===== src/tws_pkg.sv =====
package tws_pkg;
  // register byte offsets on the apb bus
  localparam logic [7:0] OFF_CTRL  = 8'h00;
  localparam logic [7:0] OFF_SMODE = 8'h08;
  localparam logic [7:0] OFF_CWAVE = 8'h10;
  localparam logic [7:0] OFF_STAT  = 8'h20;
  localparam logic [7:0] OFF_RHR   = 8'h30;
  localparam logic [7:0] OFF_THR   = 8'h34;
  // control_reg command bits
  localparam int CTL_MDIS  = 2;
  localparam int CTL_SEN   = 4;
  localparam int CTL_SDIS  = 5;
  localparam int CTL_SWRST = 7;
  // slave_mode_reg own address field
  localparam int OWN_SLAVE_ADDRESS_LSB = 16;
  localparam int OWN_SLAVE_ADDRESS_MSB = 22;
  // status word bit positions
  localparam int BIT_TRANSMISSION_COMPLETE_FLAG = 0;
  localparam int BIT_RECEIVE_READY_FLAG  = 1;
  localparam int BIT_TRANSMIT_READY_FLAG  = 2;
  localparam int BIT_SLAVE_DIRECTION_FLAG = 3;
  localparam int BIT_SLAVE_ACCESS_FLAG  = 4;
  localparam int BIT_GENERAL_CALL_ACCESS_FLAG   = 5;
  localparam int BIT_NACK   = 8;
  localparam int BIT_CLOCK_WAIT_STATE_FLAG  = 10;
  localparam int BIT_END_OF_ACCESS_FLAG = 11;
  localparam logic [6:0] GCALL_ADDR = 7'h00;
  localparam logic [6:0] OWN_SLAVE_ADDRESS_RST   = 7'h00;
  localparam logic [2:0] BIT_LAST   = 3'h7;

  typedef struct packed {
    logic endAccess;
    logic nack;
    logic genCall;
    logic svAccess;
    logic slave_direction_flag;
    logic txReady;
    logic rxReady;
    logic txComplete;
  } tws_status_t;

  localparam tws_status_t STATUS_RST = '{txComplete: 1'b1, default: 1'b0};

  typedef enum logic [3:0] {
    LK_IDLE, LK_ADDR, LK_AACK, LK_ACKS, LK_RX, LK_RACK,
    LK_HOLDRX, LK_TX, LK_TACK, LK_TLOAD, LK_HOLDTX
  } tws_state_t;
endpackage


===== src/tws_slave.sv =====
// The APB interface to the registers and the placing of the registers were decided locally.
`timescale 1ns/10ps
// Behaviour
// RULE1: slave never makes start, repeated start or stop; sda moves only while scl low.
// RULE2: software loads own address, disables master mode, then enables slave mode.
// RULE3: clock waveform settings are accepted but ignored; scl comes from master.
// RULE4: on matching address after start, set slave access and direction flags.
// RULE5: access stays until stop or repeated start, which raises end-of-access.
// RULE6: master read streams holding bytes until stop or foreign restart, then complete.
// RULE7: transmit ready drops on holding write, rises after byte is acked or nacked.
// RULE8: a transmitted byte not acknowledged sets the not-acknowledge flag.
// RULE9: software clears transmit ready by slave disable followed by slave enable.
// RULE10: receive ready set when byte lands in holding register, cleared by reading it.
// RULE11: master write accepts bytes until stop or foreign restart, then complete.
// RULE12: general call address raises the general call flag.
// RULE13: software decodes general call commands and may load a new own address.
// RULE14: read mode with empty shifter holds scl low after ack until loaded.
// RULE15: write mode with both full holds scl low before ack until register read.
// RULE16: clock wait flag follows scl holding exactly.
// RULE17: re-addressing restart with direction reversal does not raise completion.
// RULE18: after write-to-read reversal with nothing loaded, scl is stretched.
// RULE19: direction flag reads zero whenever slave access is low.
// RULE20: master always follows a nack with stop or repeated start.
// RULE21: dma transmit: set pointers, enable, await end, disable; completion if gating.
// RULE22: dma receive: set pointers, enable, await end, disable; completion if gating.
// RULE23: own address writes only take effect before slave enable or after general call.
// RULE24: matching address is acked by pulling sda low; others left released.
// RULE25: each received data byte is acked unless slave mode is disabled.
module tws_slave (
  input  wire logic        ref_clk,  // 125 MHz clock
  input  wire logic        rst_n,    // synchronous reset, active low
  input  wire logic        psel,     // apb select
  input  wire logic        penable,  // apb access phase
  input  wire logic        pwrite,   // apb direction
  input  wire logic [7:0]  paddr,    // apb byte address
  input  wire logic [31:0] pwdata,   // apb write data
  output logic      [31:0] prdata,   // apb read data
  output logic             pready,   // apb ready
  output logic             pslverr,  // apb unmapped address
  input  wire logic        sclIn,    // scl pin level
  output logic             sclOut,   // scl drive value, always low
  output logic             sclOe,    // scl pulled low while high
  input  wire logic        sdaIn,    // sda pin level
  output logic             sdaOut,   // sda drive value, always low
  output logic             sdaOe,    // sda pulled low while high
  output logic             dmaTxReq, // dma may write transmit holding reg
  output logic             dmaRxReq  // dma may read receive holding reg
);
  tws_pkg::tws_status_t st;
  tws_pkg::tws_state_t  state;
  logic       sclM, sclS, sclD, sdaM, sdaS, sdaD;
  logic       sclRise, sclFall, startEv, stopEv;
  logic [2:0] cnt;
  logic [7:0] sh, rhr, thr, byteIn;
  logic [6:0] ownAddr;
  logic       slaveEn, thrFull, rstAll, gcall, hit, addrDone;
  logic       acc, wrAcc, rdAcc, mapped, ctlWr, statRd, loadSlot;
  logic       txLoad, rhrLoad, nackEv, ackEv;
  logic [31:0] rdWord;

  // two flops per pin before use; the third only delays for edge finding
  always_ff @(posedge ref_clk) begin
    if (!rst_n) begin
      {sclM, sclS, sclD} <= 3'h7;
      {sdaM, sdaS, sdaD} <= 3'h7;
    end else begin
      {sclM, sclS, sclD} <= {sclIn, sclM, sclS};
      {sdaM, sdaS, sdaD} <= {sdaIn, sdaM, sdaS};
    end
  end

  assign sclRise = sclS & ~sclD;
  assign sclFall = ~sclS & sclD;
  assign startEv = sclS & sclD & sdaD & ~sdaS;
  assign stopEv  = sclS & sclD & ~sdaD & sdaS;

  assign acc    = psel & penable;
  assign wrAcc  = acc & pwrite;
  assign rdAcc  = acc & ~pwrite;
  assign ctlWr  = wrAcc && paddr == tws_pkg::OFF_CTRL;
  assign statRd = rdAcc && paddr == tws_pkg::OFF_STAT;
  assign rstAll = ~rst_n | (ctlWr & pwdata[tws_pkg::CTL_SWRST]);
  assign mapped = paddr inside {tws_pkg::OFF_CTRL, tws_pkg::OFF_SMODE, tws_pkg::OFF_CWAVE,
                                tws_pkg::OFF_STAT, tws_pkg::OFF_RHR, tws_pkg::OFF_THR};
  assign pready  = 1'b1;
  assign pslverr = acc & ~mapped;

  always_comb begin
    rdWord = '0;
    case (paddr)
      tws_pkg::OFF_STAT: begin
        rdWord[tws_pkg::BIT_TRANSMISSION_COMPLETE_FLAG] = st.txComplete;
        rdWord[tws_pkg::BIT_RECEIVE_READY_FLAG]  = st.rxReady;
        rdWord[tws_pkg::BIT_TRANSMIT_READY_FLAG]  = st.txReady;
        rdWord[tws_pkg::BIT_SLAVE_DIRECTION_FLAG] = st.slave_direction_flag & st.svAccess; // see RULE19
        rdWord[tws_pkg::BIT_SLAVE_ACCESS_FLAG]  = st.svAccess;
        rdWord[tws_pkg::BIT_GENERAL_CALL_ACCESS_FLAG]   = st.genCall;
        rdWord[tws_pkg::BIT_NACK]   = st.nack;
        rdWord[tws_pkg::BIT_CLOCK_WAIT_STATE_FLAG]  = sclOe; // see RULE16
        rdWord[tws_pkg::BIT_END_OF_ACCESS_FLAG] = st.endAccess;
      end
      tws_pkg::OFF_SMODE: rdWord[tws_pkg::OWN_SLAVE_ADDRESS_MSB:tws_pkg::OWN_SLAVE_ADDRESS_LSB] = ownAddr;
      tws_pkg::OFF_RHR:   rdWord[7:0] = rhr;
      default:            rdWord = '0; // see RULE3
    endcase
  end

  // read data is caught in the setup phase so it comes from a flop
  always_ff @(posedge ref_clk) begin
    if (rstAll) begin
      prdata <= '0;
    end else if (psel & ~penable & ~pwrite) begin
      prdata <= rdWord;
    end
  end

  // slave enable and own address; clock waveform writes are dropped on purpose
  always_ff @(posedge ref_clk) begin
    if (rstAll) begin
      slaveEn <= 1'b0;
      ownAddr <= tws_pkg::OWN_SLAVE_ADDRESS_RST;
    end else begin
      if (ctlWr & pwdata[tws_pkg::CTL_SDIS]) begin
        slaveEn <= 1'b0;
      end else if (ctlWr & pwdata[tws_pkg::CTL_SEN]) begin
        slaveEn <= 1'b1;
      end
      if (wrAcc && paddr == tws_pkg::OFF_SMODE && (!slaveEn || st.genCall)) begin // see RULE23
        ownAddr <= pwdata[tws_pkg::OWN_SLAVE_ADDRESS_MSB:tws_pkg::OWN_SLAVE_ADDRESS_LSB];
      end
    end
  end

  assign byteIn   = {sh[6:0], sdaS};
  assign gcall    = byteIn[7:1] == tws_pkg::GCALL_ADDR && !byteIn[0];
  assign hit      = slaveEn && (byteIn[7:1] == ownAddr || gcall);
  assign addrDone = state == tws_pkg::LK_ADDR && sclRise && cnt == tws_pkg::BIT_LAST;
  assign loadSlot = sclFall && (state == tws_pkg::LK_TLOAD ||
                                (state == tws_pkg::LK_ACKS && st.slave_direction_flag));
  assign txLoad   = thrFull && !startEv && !stopEv &&
                    (loadSlot || state == tws_pkg::LK_HOLDTX);
  assign rhrLoad  = !st.rxReady && !startEv && !stopEv &&
                    ((state == tws_pkg::LK_RACK && sclFall) || state == tws_pkg::LK_HOLDRX);
  assign nackEv   = state == tws_pkg::LK_TACK && sclRise && sdaS;
  assign ackEv    = state == tws_pkg::LK_TACK && sclRise && !sdaS;

  // transmit holding register
  always_ff @(posedge ref_clk) begin
    if (rstAll) begin
      thr     <= '0;
      thrFull <= 1'b0;
    end else if (ctlWr & pwdata[tws_pkg::CTL_SDIS]) begin
      thrFull <= 1'b0;
    end else if (wrAcc && paddr == tws_pkg::OFF_THR) begin
      thr     <= pwdata[7:0];
      thrFull <= 1'b1;
    end else if (txLoad) begin
      thrFull <= 1'b0;
    end
  end

  // status flags: a hardware set always beats a software clear in the same cycle
  always_ff @(posedge ref_clk) begin
    if (rstAll) begin
      st <= tws_pkg::STATUS_RST;
    end else begin
      if (addrDone && hit) begin
        st.svAccess   <= 1'b1; // see RULE4
        st.slave_direction_flag     <= byteIn[0];
        st.txComplete <= 1'b0; // see RULE17
      end else if (st.svAccess && (stopEv || addrDone)) begin
        st.svAccess   <= 1'b0; // see RULE6, RULE11
        st.txComplete <= 1'b1;
      end
      if (st.svAccess && (startEv || stopEv)) begin
        st.endAccess <= 1'b1; // see RULE5
      end else if (statRd && prdata[tws_pkg::BIT_END_OF_ACCESS_FLAG]) begin
        st.endAccess <= 1'b0;
      end
      if (addrDone && hit && gcall) begin
        st.genCall <= 1'b1; // see RULE12
      end else if (statRd && prdata[tws_pkg::BIT_GENERAL_CALL_ACCESS_FLAG]) begin
        st.genCall <= 1'b0;
      end
      if (nackEv) begin
        st.nack <= 1'b1; // see RULE8
      end else if (statRd && prdata[tws_pkg::BIT_NACK]) begin
        st.nack <= 1'b0;
      end
      if (((nackEv || ackEv) && !thrFull) || (addrDone && hit && byteIn[0] && !thrFull)) begin
        st.txReady <= 1'b1; // see RULE7
      end else if ((wrAcc && paddr == tws_pkg::OFF_THR) ||
                   (ctlWr & pwdata[tws_pkg::CTL_SDIS])) begin
        st.txReady <= 1'b0; // see RULE7, RULE9
      end
      if (rhrLoad) begin
        st.rxReady <= 1'b1; // see RULE10
      end else if (rdAcc && paddr == tws_pkg::OFF_RHR) begin
        st.rxReady <= 1'b0;
      end
    end
  end

  // bit engine; sda only changes after an scl fall or while scl is stretched low, never makes start/stop
  always_ff @(posedge ref_clk) begin
    if (rstAll) begin
      state <= tws_pkg::LK_IDLE;
      cnt   <= '0;
      sh    <= '0;
      rhr   <= '0;
      sdaOe <= 1'b0;
      sclOe <= 1'b0;
    end else if (stopEv || startEv) begin
      state <= stopEv ? tws_pkg::LK_IDLE : tws_pkg::LK_ADDR;
      cnt   <= '0;
      sdaOe <= 1'b0;
      sclOe <= 1'b0;
    end else begin
      if (sclOe && (state == tws_pkg::LK_ACKS || state == tws_pkg::LK_TX)) begin
        sclOe <= 1'b0; // see RULE1, RULE16
      end
      case (state)
        tws_pkg::LK_ADDR, tws_pkg::LK_RX: if (sclRise) begin
          sh  <= byteIn;
          cnt <= cnt + 3'h1;
          if (cnt == tws_pkg::BIT_LAST) begin
            if (state == tws_pkg::LK_RX) begin
              state <= tws_pkg::LK_RACK;
            end else begin
              state <= hit ? tws_pkg::LK_AACK : tws_pkg::LK_IDLE; // see RULE24
            end
          end
        end
        tws_pkg::LK_AACK: if (sclFall) begin
          sdaOe <= 1'b1; // see RULE24, RULE1
          state <= tws_pkg::LK_ACKS;
        end
        tws_pkg::LK_RACK: if (sclFall) begin
          if (st.rxReady) begin
            sclOe <= 1'b1; // see RULE15
            state <= tws_pkg::LK_HOLDRX;
          end else begin
            rhr   <= sh;
            sdaOe <= slaveEn; // see RULE25
            state <= tws_pkg::LK_ACKS;
          end
        end
        tws_pkg::LK_HOLDRX: if (!st.rxReady) begin
          rhr   <= sh;
          sdaOe <= slaveEn; // see RULE25
          state <= tws_pkg::LK_ACKS;
        end
        tws_pkg::LK_ACKS, tws_pkg::LK_TLOAD: if (sclFall) begin
          cnt <= '0;
          if (state == tws_pkg::LK_ACKS && !st.slave_direction_flag) begin
            sdaOe <= 1'b0;
            state <= tws_pkg::LK_RX;
          end else if (thrFull) begin
            sh    <= thr;
            sdaOe <= !thr[7];
            state <= tws_pkg::LK_TX;
          end else begin
            sdaOe <= 1'b0;
            sclOe <= 1'b1; // see RULE14, RULE18
            state <= tws_pkg::LK_HOLDTX;
          end
        end
        tws_pkg::LK_HOLDTX: if (thrFull) begin
          sh    <= thr;
          sdaOe <= !thr[7];
          cnt   <= '0;
          state <= tws_pkg::LK_TX;
        end
        tws_pkg::LK_TX: if (sclFall) begin
          if (cnt == tws_pkg::BIT_LAST) begin
            sdaOe <= 1'b0;
            state <= tws_pkg::LK_TACK;
          end else begin
            sh    <= {sh[6:0], 1'b0};
            sdaOe <= !sh[6]; // see RULE6
            cnt   <= cnt + 3'h1;
          end
        end
        // after a nack the master must end the frame, so just wait
        tws_pkg::LK_TACK: if (sclRise) begin
          state <= sdaS ? tws_pkg::LK_IDLE : tws_pkg::LK_TLOAD; // see RULE20
        end
        tws_pkg::LK_IDLE: state <= tws_pkg::LK_IDLE;
        default: state <= tws_pkg::LK_IDLE;
      endcase
    end
  end

  assign sclOut   = 1'b0;
  assign sdaOut   = 1'b0;
  assign dmaTxReq = st.txReady;
  assign dmaRxReq = st.rxReady;
endmodule // tws_slave


===== config.mk =====
export PLATFORM = sky130hd
export DESIGN_NAME = tws_slave
export DESIGN_NICKNAME = d
export VERILOG_FILES = /design/src/tws_pkg.sv /design/src/tws_slave.sv
export SDC_FILE = /design/constraint.sdc
export NUM_CORES = 1
export LEC_CHECK = 0
export BUFFER_PORTS_ARGS = -buffer_cell sky130_fd_sc_hd__buf_2
export CAP_MARGIN = 5
export CORE_UTILIZATION = 30
export CTS_CLUSTER_SIZE = 25
export DETAILED_ROUTE_END_ITERATION = 7
export GPL_TIMING_DRIVEN = 1
export SLEW_MARGIN = 30
export SYNTH_ARGS = -nofsm -noshare
export SYNTH_HDL_FRONTEND = slang
export SYNTH_SLANG_ARGS = --single-unit

===== constraint.sdc =====
create_clock -name ref_clk -period 2.3 [get_ports ref_clk]
set_input_delay 0.575 -clock ref_clk [delete_from_list [all_inputs] [get_ports ref_clk]]
set_output_delay 0.575 -clock ref_clk [all_outputs]
set_load 0.1 [all_outputs]

==> key figures, run 1 <==
Global route
  – First-pass GRT wire length: about 18 mm
  – Initial antenna violation count: 0
  – GRT Util Overall: roughly 18%
  – Grt total ovfl: 0
  – Number of global-route vias before repair: between 3000 and 4000
  – Largest net degree at the start of global routing: 26

Layout
  – Nets: around 580
  – Layout cells sized above 1: 25.2%
  – Fill count: 1239
  – Final Instance Area: 4800 sq um
  – Area Overhead vs Synth: 26.3%
  – Most frequent cells in the layout: nor2_1 (74), dfxtp_1 (74), buf_2 (52)
  – Inserted Diodes: 0

Worst hold path
  – Class of the worst hold path: reg -> reg

Logic synthesis
  – Area share of the largest cell type after synthesis: a little under 40%
  – Netlist Area Pre-Place: 3800 sq um
  – Adder-cell share of the synthesized area: less than 1%
  – XOR/XNOR share of the synthesized area: approximately 2.1%
  – Cell variety after synth: 55
  – Top FF cell, synth: dfxtp_1
  – Post-synthesis compound-gate area fraction: ~17%
  – Largest family of logic cells by synthesized area: simple AND/OR/NAND/NOR gates
  – Post-synthesis mux area share: 10.5%
  – Ys Warns: 0
  – FFs w/ async S/R, synth: 0%
  – Syn avg cell area: around 8.4 sq um
  – Dominant cells by area after synthesis: dfxtp_1 (39%), mux2i_1 (8.7%), nor2_1 (7.4%), buf_4 (3.8%), a22oi_1 (3.0%)
  – Register bit total from synthesis: 74
  – Register area share after synthesis: between 30 and 40%
  – Post-synth EDFFs: 0
  – Post-synthesis simple-gate area fraction: between 20% and 30%
  – Cells after Synth: roughly 450
  – Largest area contributor in the netlist: dfxtp_1

Floorplanning
  – Initial core utilization: 31.3%
  – Row count: 40
  – Die width: 115 um
  – Die H: about 110 um
  – Die Area: 13100 sq um
  – Core area: ~12000 sq um
  – I/O pins: 87

Timing
  – Endpoints failing setup: 0
  – Fin worst setup slack: approximately 99 ps
  – Setup Skew: just under 5 ps
  – Sum Neg Setup Slack: 0 ps
  – Final worst-path cycle share: 95.7%
  – Final Hold Viols: 0
  – Fmax: approximately 450 MHz
  – Slew Limit Fails: 0
  – Unrepaired setup endpoints after global routing: no
  – Post-route minimum period: between 2000 and 2500 ps
  – Hold WS: between 400 and 500 ps

Critical path
  – WS Path Type: in -> out
  – Crit start category: input pin
  – CP Capture Type: output port
  – Max FO, Critical Path: 2
  – WP data required: 1730 ps
  – CP Data Arrival Time: ~1600 ps

Place
  – Placed Area: between 4000 and 5000 sq um
  – I/O Buffers: 52
  – RePlAce Congestion: between 0.9 and 1
  – Setup WS pre-CTS: 10.8 ps
  – Placed wire-length estimate: 8.69 mm

Power and ir drop
  – Net Switching: 789 uW
  – Power share of the combinational group: between 10% and 20%
  – Peak supply drop: between 0.0004 and 0.0005 V
  – Total power: between 2 and 3 mW
  – PD cells: 624 nW/um^2
  – Clock power share: between 40% and 50%
  – Sw frac: between 20% and 30%
  – P_int: approximately 2.2 mW
  – Leak Pwr: around 2.1 nW
  – Reg power frac: between 40% and 50%

Flow run
  – # Max-Cap Violations: 0

Drt
  – WL final: between 10 and 15 mm
  – Vias/cell: around 5.2
  – Drt wl/cell: roughly 16 um
  – DRC Markers: 0
  – DRT antenna net count: 0
  – Iter 0 DRT Violations: 215
  – Via count: 3657
  – 1st-pass router iterations: 6

Clock tree
  – Post-cts hold buffer count: 0
  – Num CTS Buffers: 9
  – Longest Clk Path Bufs: 2
  – CTS sink count: 74
  – Clock root buffer: clkbuf_16
  – H-tree Lvls: 3
  – CTS tree: yes
  – Clock transition at the registers of the reported paths: ~60 ps
  – Clk_lat worst skew: 340 ps

Outcome
  – Status: completed
path summary, 6_finish.rpt:
check        startpoint        to  slack (ps)  depth (start not counted)
min reg2reg        sdaM      sdaS         410                          1
max reg2reg    state[1]  state[0]         130                          6
min                sdaM      sdaS         410                          1
max            paddr[1]   pslverr         100                          5
cells in the mapped netlist (all sizes together) (4+ instances only):
master,count
mux2i,33
nand4,5
clkbuf,19
buf,26
nor2b,11
nor3b,5
nor4,8
a21oi,18
o21ai,23
nor2,75
a22oi,15
xor2,4
dfxtp,74
and3,7
xnor2,5
inv,11
mux2,6
a222oi,4
nand2b,9
nand3,10
nor3,10
nand2,28
per-layer routing:
| metal | vias to the layer above | global-route usage (%) | routed length [um] | share of wire (%) |
|---|---|---|---|---|
| li1 | 1743 | - | - | - |
| met1 | 1739 | 22.8 | 5100 | 45 |
| met2 | 143 | 29.4 | 5230 | 46 |
| met3 | 32 | 4.34 | 694 | 6.1 |
| met4 | 0 | 7.97 | 359 | 3.2 |
| met5 | - | 0 | 0 | 0 |
sequential cells by signal, indices dropped and copies added, names as in the netlist:
register,cells
sdaOe,1
sh,8
sdaS,1
rhr,8
sclS,1
state,4
dmaTxReq,1
thr,8
sclD,1
sdaM,1
ownAddr,7
sclOe,1
prdata,18
sclM,1
thrFull,1
sdaD,1
st,6
cnt,3
dmaRxReq,1
slaveEn,1
power groups by stage:
stage               combinational (mW)  clock, mW  sequential (mW)
floorplan                        0.231          0             1.32
global placement                 0.301          0             1.32
detailed placement               0.302          0             1.32
CTS                              0.303       1.42             1.30
global route                     0.324       1.47             1.30
finish                           0.306       1.40             1.30
repair_timing:
item                                    4_1_cts  5_1_grt
resized for setup                             0        5
endpoints found under the hold margin         0        0
buffers inserted                              0        0
endpoints found under the setup margin        0       12
stage by stage:
| stage | util (%) | cells |
|---|---|---|
| after floorplan | - | 468 |
| after global placement | 36.9 | 691 |
| after detailed placement | 36.9 | 691 |
| after CTS | 39.3 | 707 |
| after global routing | 39.5 | 707 |
| final | 39.5 | 707 |
final cells by class:
class | count | area (sq um) | area share, %
Tap cell | 168 | 210 | 4.38
Clock buffer | 10 | 229 | 4.77
Timing Repair Buffer | 100 | 658 | 13.7
Clock inverter | 6 | 66.3 | 1.38
Multi-Input combinational cell | 338 | 2120 | 44.1
Sequential cell | 74 | 1480 | 30.8
Inverter | 11 | 41.3 | 0.860
worst max-delay path, stage by stage:
cell and delay [ps]:
buf_2 100, nor4_2 350, o21a_1 280, nor2_4 40
buf_2 290
cell families after synthesis:
group,count (synthesis)
AOI/OAI and AO/OA,94
xor gates and xnor gates,9
adders and majority gates,3
buffers and inverters,56
DFF,74
muxes,39
other,2
and+or+nand+nor,176
No activity file was read; power rests on OpenSTA's default activity.
==> inputs of run 2 (changes only) <==
Settings changed: ABC_AREA set to 1, REMOVE_ABC_BUFFERS set to 1.
==> key figures, run 2 <==
Drt
  – WL final: 9.88 mm (-13%)
  – DRC Markers: 0 (unchanged)
  – DRT antenna net count: 0 (unchanged)
  – Vias/cell: 4.71 (-9.0%)
  – Via count: 3587 (-1.9%)
  – Drt wl/cell: 13.0 um (-19%)
  – 1st-pass router iterations: 4 (-2)
  – Iter 0 DRT Violations: 201 (-6.5%)

Place
  – Placed wire-length estimate: 7.62 mm (-12%)
  – Placed cells: 746 (+8.0%)
  – I/O Buffers: 52 (unchanged)
  – RePlAce Congestion: 0.857 (-11%)
  – Setup WS pre-CTS: 177 ps (+166 ps)

Critical path
  – WS Path Type: in -> out
  – WP data required: 1730 ps (about the same)
  – Family with the most delay on the worst path: simple AND/OR/NAND/NOR gates
  – Slowest-stage cell, CP: buf_2
  – Crit start category: input pin
  – CP Data Arrival Time: 1550 ps (-80 ps)
  – CP Capture Type: output port
  – Worst path cell trace: buf_2 -> nor2_1 -> inv_1 -> nor3_1 -> nand3_1 -> nand3_1 -> nor2_1 -> buf_2
  – Critical Path Max Stage Delay: 290 ps (-60 ps)
  – CP Buf/Inv Count: 3 (+1)
  – Max FO, Critical Path: 2 (unchanged)

Logic synthesis
  – Ys Warns: 0 (unchanged)
  – Most frequent cells after synthesis: nand2_1 (111), dfxtp_1 (74), nor2_1 (70)
  – FFs w/ async S/R, synth: 0% (unchanged)
  – Top-count cell post-synth: nand2_1
  – Cells after Synth: 550 (+21%)
  – Area share of the largest cell type after synthesis: 40.1% (+1.1 points)
  – Syn avg cell area: 6.72 sq um (-20%)
  – Top FF cell, synth: dfxtp_1
  – Netlist Area Pre-Place: 3700 sq um (-2.7%)
  – Register area share after synthesis: 40.1% (+1.1 points)
  – Cell variety after synth: 29 (-47%)
  – Dominant cells by area after synthesis: dfxtp_1 (40%), nand2_1 (11%), nor2_1 (7.1%), inv_1 (6.6%), a21oi_1 (6.4%)
  – Register bit total from synthesis: 74 (unchanged)
  – Post-synth EDFFs: 0 (unchanged)
  – Largest area contributor in the netlist: dfxtp_1

Layout
  – Area Overhead vs Synth: 19.7%
  – Max reg flops: 18 (unchanged)
  – Inserted Diodes: 0 (unchanged)
  – Most flop-heavy register: prdata
  – Nets: 659 (+13%)
  – Most frequent cells in the layout: nand2_1 (111), dfxtp_1 (74), nor2_1 (70)
  – Final Util: 36.8% (-2.6 points)
  – Layout cells sized above 1: 16.1% (-9.1 points)
  – Final cell count without fillers: 762 (+7.8%)
  – Commonest non-fill, non-tap cell in the layout: nand2_1

Global route
  – Largest net degree at the start of global routing: 38 (+46%)
  – GRT Util Overall: 16.4% (-1.8 points)
  – Number of global-route vias before repair: 3408 (-4.7%)
  – Grt total ovfl: 0 (unchanged)
  – Initial antenna violation count: 0 (unchanged)
  – First-pass GRT wire length: 16.6 mm (-8.8%)

Clock tree
  – Clock transition at the registers of the reported paths: 60 ps (about the same)
  – Post-CTS resize count: 0 (unchanged)
  – Post-cts hold buffer count: 0 (unchanged)
  – CTS sink count: 74 (unchanged)
  – Num CTS Buffers: 9 (unchanged)
  – Clock root buffer: clkbuf_16
  – Post CTS Setup Buffer Count: 0 (unchanged)
  – Clk_lat worst skew: 330 ps (about the same)
  – CTS tree: yes
  – H-tree Lvls: 3 (unchanged)
  – Longest Clk Path Bufs: 2 (unchanged)

Timing
  – Setup Skew: 6.95 ps (+2.06 ps)
  – Slew Limit Fails: 0 (unchanged)
  – Sum Neg Setup Slack: 0 ps (unchanged)
  – Slew HR: a little under two thirds
  – Unrepaired setup endpoints after global routing: no
  – Final worst-path cycle share: 92.3% (-3.4 points)
  – Fin worst setup slack: 177 ps (+77.8 ps)
  – Final Hold Viols: 0 (unchanged)
  – Fmax: 471 MHz (+3.7%)
  – Post-route minimum period: 2120 ps (-77.8 ps)
  – Endpoints failing setup: 0 (unchanged)
  – Worst Max-Slew Pin Slew: about 540 ps

Floorplanning
  – Core area: 12000 sq um (-1.2%)
  – Row count: 40 (unchanged)
  – Initial core utilization: 30.8% (-0.47 points)
  – Die Area: 12800 sq um (-2.7%)
  – Die width: 113 um (-1.4%)
  – I/O pins: 87 (unchanged)
  – Die H: 113 um (-1.4%)

Power and ir drop
  – Total power: 3.25 mW (+8.5%)
  – PD cells: 735 nW/um^2 (+18%)
  – Leak Pwr: 1.96 nW (-5.7%)
  – Peak supply drop: 0.000345 V (-27%)

Worst hold path
  – Class of the worst hold path: reg -> reg

Outcome
  – Status: completed

Flow run
  – # Max-Cap Violations: 0 (unchanged)
==> run 2: changes by cell type after synthesis, moves of 18 or more <==
cell and delta:
nand2_1 +83, inv_1 +54, nand3_1 +35, mux2i_1 -33, a21oi_1 +29, o21ai_0 +18
==> run 2: per-stage QoR <==
step / instance area (sq um) / hold WS [ps]
2_1_floorplan: 3570 / 380
3_3_place_gp: 4110 / 389
3_5_place_dp: 4110 / 388
4_1_cts: 4430 / 401
5_1_grt: 4430 / 413
6_report: 4430 / 399
==> run 2: cells by family after synthesis <==
| logic type | share of synthesized area, % |
|---|---|
| AO/OA/AOI/OAI | 15.3 |
| other | 0.203 |
| buffers and inverters | 12.3 |
| flip-flops | 40.1 |
| adder cells (fa/ha/maj) | 0.677 |
| AND/OR/NAND/NOR | 31.5 |
==> run 2: power by group <==
group	switching [mW]	internal [mW]	total (mW)	leakage, nW
clock	0.547	0.902	1.45	0.152
combinational	0.351	0.108	0.459	1.21
sequential	0.0292	1.31	1.34	0.599
total	0.927	2.32	3.25	1.96
==> run 2: worst min-delay path: cells and delay by family (launching register included) <==
family,cells,cell delay (ps)
flip-flops,1,300
AND/OR/NAND/NOR,1,40
buffers and inverters,1,30
==> run 2: path summary, 6_finish.rpt <==
kind,from,to,slack (ps),cells past startpoint
min,sdaM,sdaS,400,2
max,paddr[1],pslverr,180,8
max reg2reg,sdaS,sh[3],520,10
min reg2reg,sdaM,sdaS,400,2
==> run 2: final cells by class <==
cell class	instances	area, sq um
inverters	70	268
clock inverters	5	60.1
clock buffers	11	253
flip-flops and latches	74	1480
well taps	147	184
repair buffers	64	363
fillers	1294	7590
multi-input cells	391	1820
==> run 2: layer usage <==
layer | vias up | GRT usage, % | share of wire [%]
met1 | 1614 | 22.0 | 49
met3 | 15 | 1.98 | 3.6
li1 | 1876 | - | -
met5 | - | 0 | 0
met2 | 82 | 26.3 | 45
met4 | 0 | 7.11 | 2.3
==> inputs of run 3 (changes only) <==
Settings changed: CORE_UTILIZATION 30 to 29, MAX_ROUTING_LAYER set to met4.
==> key figures, run 3 (synthesis gave the netlist of run 2 again) <==
Critical path
  – CP Data Arrival Time: 1570 ps (+20 ps)
  – Family with the most delay on the worst path: simple AND/OR/NAND/NOR gates
  – Reg2reg end: cnt[0]
  – CP Buf/Inv Count: 3 (unchanged)
  – Worst Setup SP: paddr[1]
  – Worst R2R Setup Slack: 460 ps (-60 ps)
  – Crit start category: input pin
  – Critical Path Max Stage Delay: 230 ps (-60 ps)
  – Slowest-stage cell, CP: buf_4
  – WS Path Type: in -> out
  – WP data required: 1730 ps (about the same)
  – Max FO, Critical Path: 2 (unchanged)
  – CP Capture Type: output port
  – Worst path cell trace: buf_2 -> nor2_1 -> inv_1 -> nor3_1 -> nand3_1 -> nand3_1 -> nor2_1 -> buf_4
  – Reg2Reg Depth: 9 (-1)
  – Crit Reg-Reg Startpoint: state[2]

Layout
  – Most flop-heavy register: prdata
  – Fill count: 1348 (+4.2%)
  – Max reg flops: 18 (unchanged)
  – Most frequent cells in the layout: nand2_1 (111), dfxtp_1 (74), nor2_1 (70)
  – Final cell count without fillers: 782 (+2.6%)
  – Inserted Diodes: 0 (unchanged)
  – Commonest non-fill, non-tap cell in the layout: nand2_1
  – Nets: 658 (-0.15%)
  – Layout cells sized above 1: 16.0% (-0.14 points)
  – Multi-input logic area: 1820 sq um (unchanged)
  – Register area: 1480 sq um (unchanged)
  – Final Instance Area: 4420 sq um (about the same)
  – Final Util: 36.2% (-0.61 points)
  – Area Overhead vs Synth: 19.7% (about the same)

Global route
  – Most Crowded Layer GR: met2
  – First-pass GRT wire length: 16.4 mm (-1.0%)
  – Grt total ovfl: 0 (unchanged)
  – Largest net degree at the start of global routing: 28 (-26%)
  – Grt met3 use: 2.85% (+0.86 points)
  – GR Layer Usage met2: 24.6% (-1.8 points)
  – Number of global-route vias before repair: 3360 (-1.4%)
  – Initial antenna violation count: 0 (unchanged)
  – GR Util met1: 22.0% (-0.079 points)
  – GRT Util Overall: 16.5% (+0.12 points)

Floorplanning
  – Die H: 115 um (+1.7%)
  – Die Area: 13200 sq um (+3.4%)
  – Core area: 12200 sq um (+1.7%)
  – Row count: 40 (unchanged)
  – Initial core utilization: 30.3% (-0.50 points)
  – I/O pins: 87 (unchanged)
  – Die width: 115 um (+1.7%)

Clock tree
  – Num CTS Buffers: 9 (unchanged)
  – Clock root buffer: clkbuf_16
  – H-tree Lvls: 3 (unchanged)
  – CTS tree: yes
  – CTS sink count: 74 (unchanged)
  – Post-cts hold buffer count: 0 (unchanged)
  – Clk_lat worst skew: 330 ps (about the same)
  – Clock transition at the registers of the reported paths: 60 ps (about the same)
  – Longest Clk Path Bufs: 2 (unchanged)

Place
  – Placed cells: 766 (+2.7%)
  – Setup WS pre-CTS: 69.4 ps (-108 ps)
  – I/O Buffers: 52 (unchanged)
  – Placed Area: 4120 sq um (+0.15%)
  – Placed wire-length estimate: 7.59 mm (-0.44%)
  – RePlAce Congestion: 0.870 (+1.5%)

Outcome
  – Status: completed

Flow run
  – # Max-Cap Violations: 0 (unchanged)

Timing
  – Post-route minimum period: 2150 ps (+25.3 ps)
  – Slew HR: 54.2% (-9.3 points)
  – Fmax: 465 MHz (-1.2%)
  – Fin worst setup slack: 151 ps (-25.3 ps)
  – Final Hold Viols: 0 (unchanged)
  – Endpoints failing setup: 0 (unchanged)
  – Setup Skew: 6.13 ps (-0.826 ps)
  – Slew Limit Fails: 0 (unchanged)
  – Worst Max-Slew Pin Slew: 686 ps (+144 ps)
  – Final worst-path cycle share: 93.4% (+1.1 points)
  – Unrepaired setup endpoints after global routing: no

Drt
  – 1st-pass router iterations: 5 (+1)
  – DRC Markers: 0 (unchanged)
  – Via count: 3636 (+1.4%)
  – DRT antenna net count: 0 (unchanged)
  – Vias/cell: 4.65 (-1.2%)
  – Drt wl/cell: 12.7 um (-1.8%)
  – Iter 0 DRT Violations: 306 (+52%)
  – WL final: 9.96 mm (+0.79%)

Worst hold path
  – Hold path depth: 2 (unchanged)
  – Hold Path Origin: sclM
  – Class of the worst hold path: reg -> reg
  – Hold endpoint: sclS

Power and ir drop
  – Total power: 3.23 mW (-0.60%)
  – Leak Pwr: 1.95 nW (-0.80%)
  – Peak supply drop: 0.000334 V (-3.2%)
  – PD cells: 730 nW/um^2 (-0.57%)
-- run 3: cell count changes in the layout (fill, tap and decap cells not counted) --
cell | before | now
clkbuf_8 | 2 | 1
buf_12 | 1 | 0
buf_4 | 11 | 12
buf_2 | 52 | 51
clkinv_2 | 1 | 2
clkinvlp_4 | 1 | 2
clkinv_4 | 2 | 1
-- run 3: worst max-delay path by stage --
stage,to,depth (start not counted)
3_3_place_gp,pslverr,8
2_1_floorplan,pslverr,6
4_1_cts,pslverr,8
3_5_place_dp,pslverr,8
5_1_grt,pslverr,8
6_report,pslverr,8
-- run 3: area by class of cell --
type / count / area share (%)
Inverter: 70 / 6.05
Clock buffer: 10 / 5.40
Multi-Input combinational cell: 391 / 41.1
Tap cell: 168 / 4.75
Timing Repair Buffer: 63 / 7.81
Sequential cell: 74 / 33.5
Clock inverter: 6 / 1.44
-- run 3: per-layer routing --
metal / part of all wire, % / routed length [um]
met5: 0 / 0
met4: 2.2 / 218
met3: 4.9 / 487
met2: 44 / 4400
met1: 49 / 4850
-- run 3: report_power, final --
group | internal (mW) | leakage, nW | switching [mW]
registers | 1.31 | 0.599 | 0.0303
logic | 0.106 | 1.20 | 0.354
clock network | 0.869 | 0.145 | 0.558
-- run 3: worst reg2reg max path, cell delays in order, from the launching register on --
cell and delay [ps]:
dfxtp_1 370, inv_1 90, nor2_2 210, nand2_1 230
nand3_1 180, nor2_1 90, nor2_4 180, nand2_1 130
o21ai_0 190, a21oi_1 60
-- run 3: stage by stage --
| stage | hold WS, ps | setup TNS [ps] |
|---|---|---|
| 2_1_floorplan | 380 | -4300 |
| 3_3_place_gp | 383 | 0 |
| 3_5_place_dp | 391 | 0 |
| 4_1_cts | 405 | 0 |
| 5_1_grt | 423 | 0 |
| 6_report | 402 | 0 |
-- run 3: repair_timing --
item,CTS,global route
endpoints found under the setup margin,0,1
resized for setup,0,2
buffers inserted,0,0
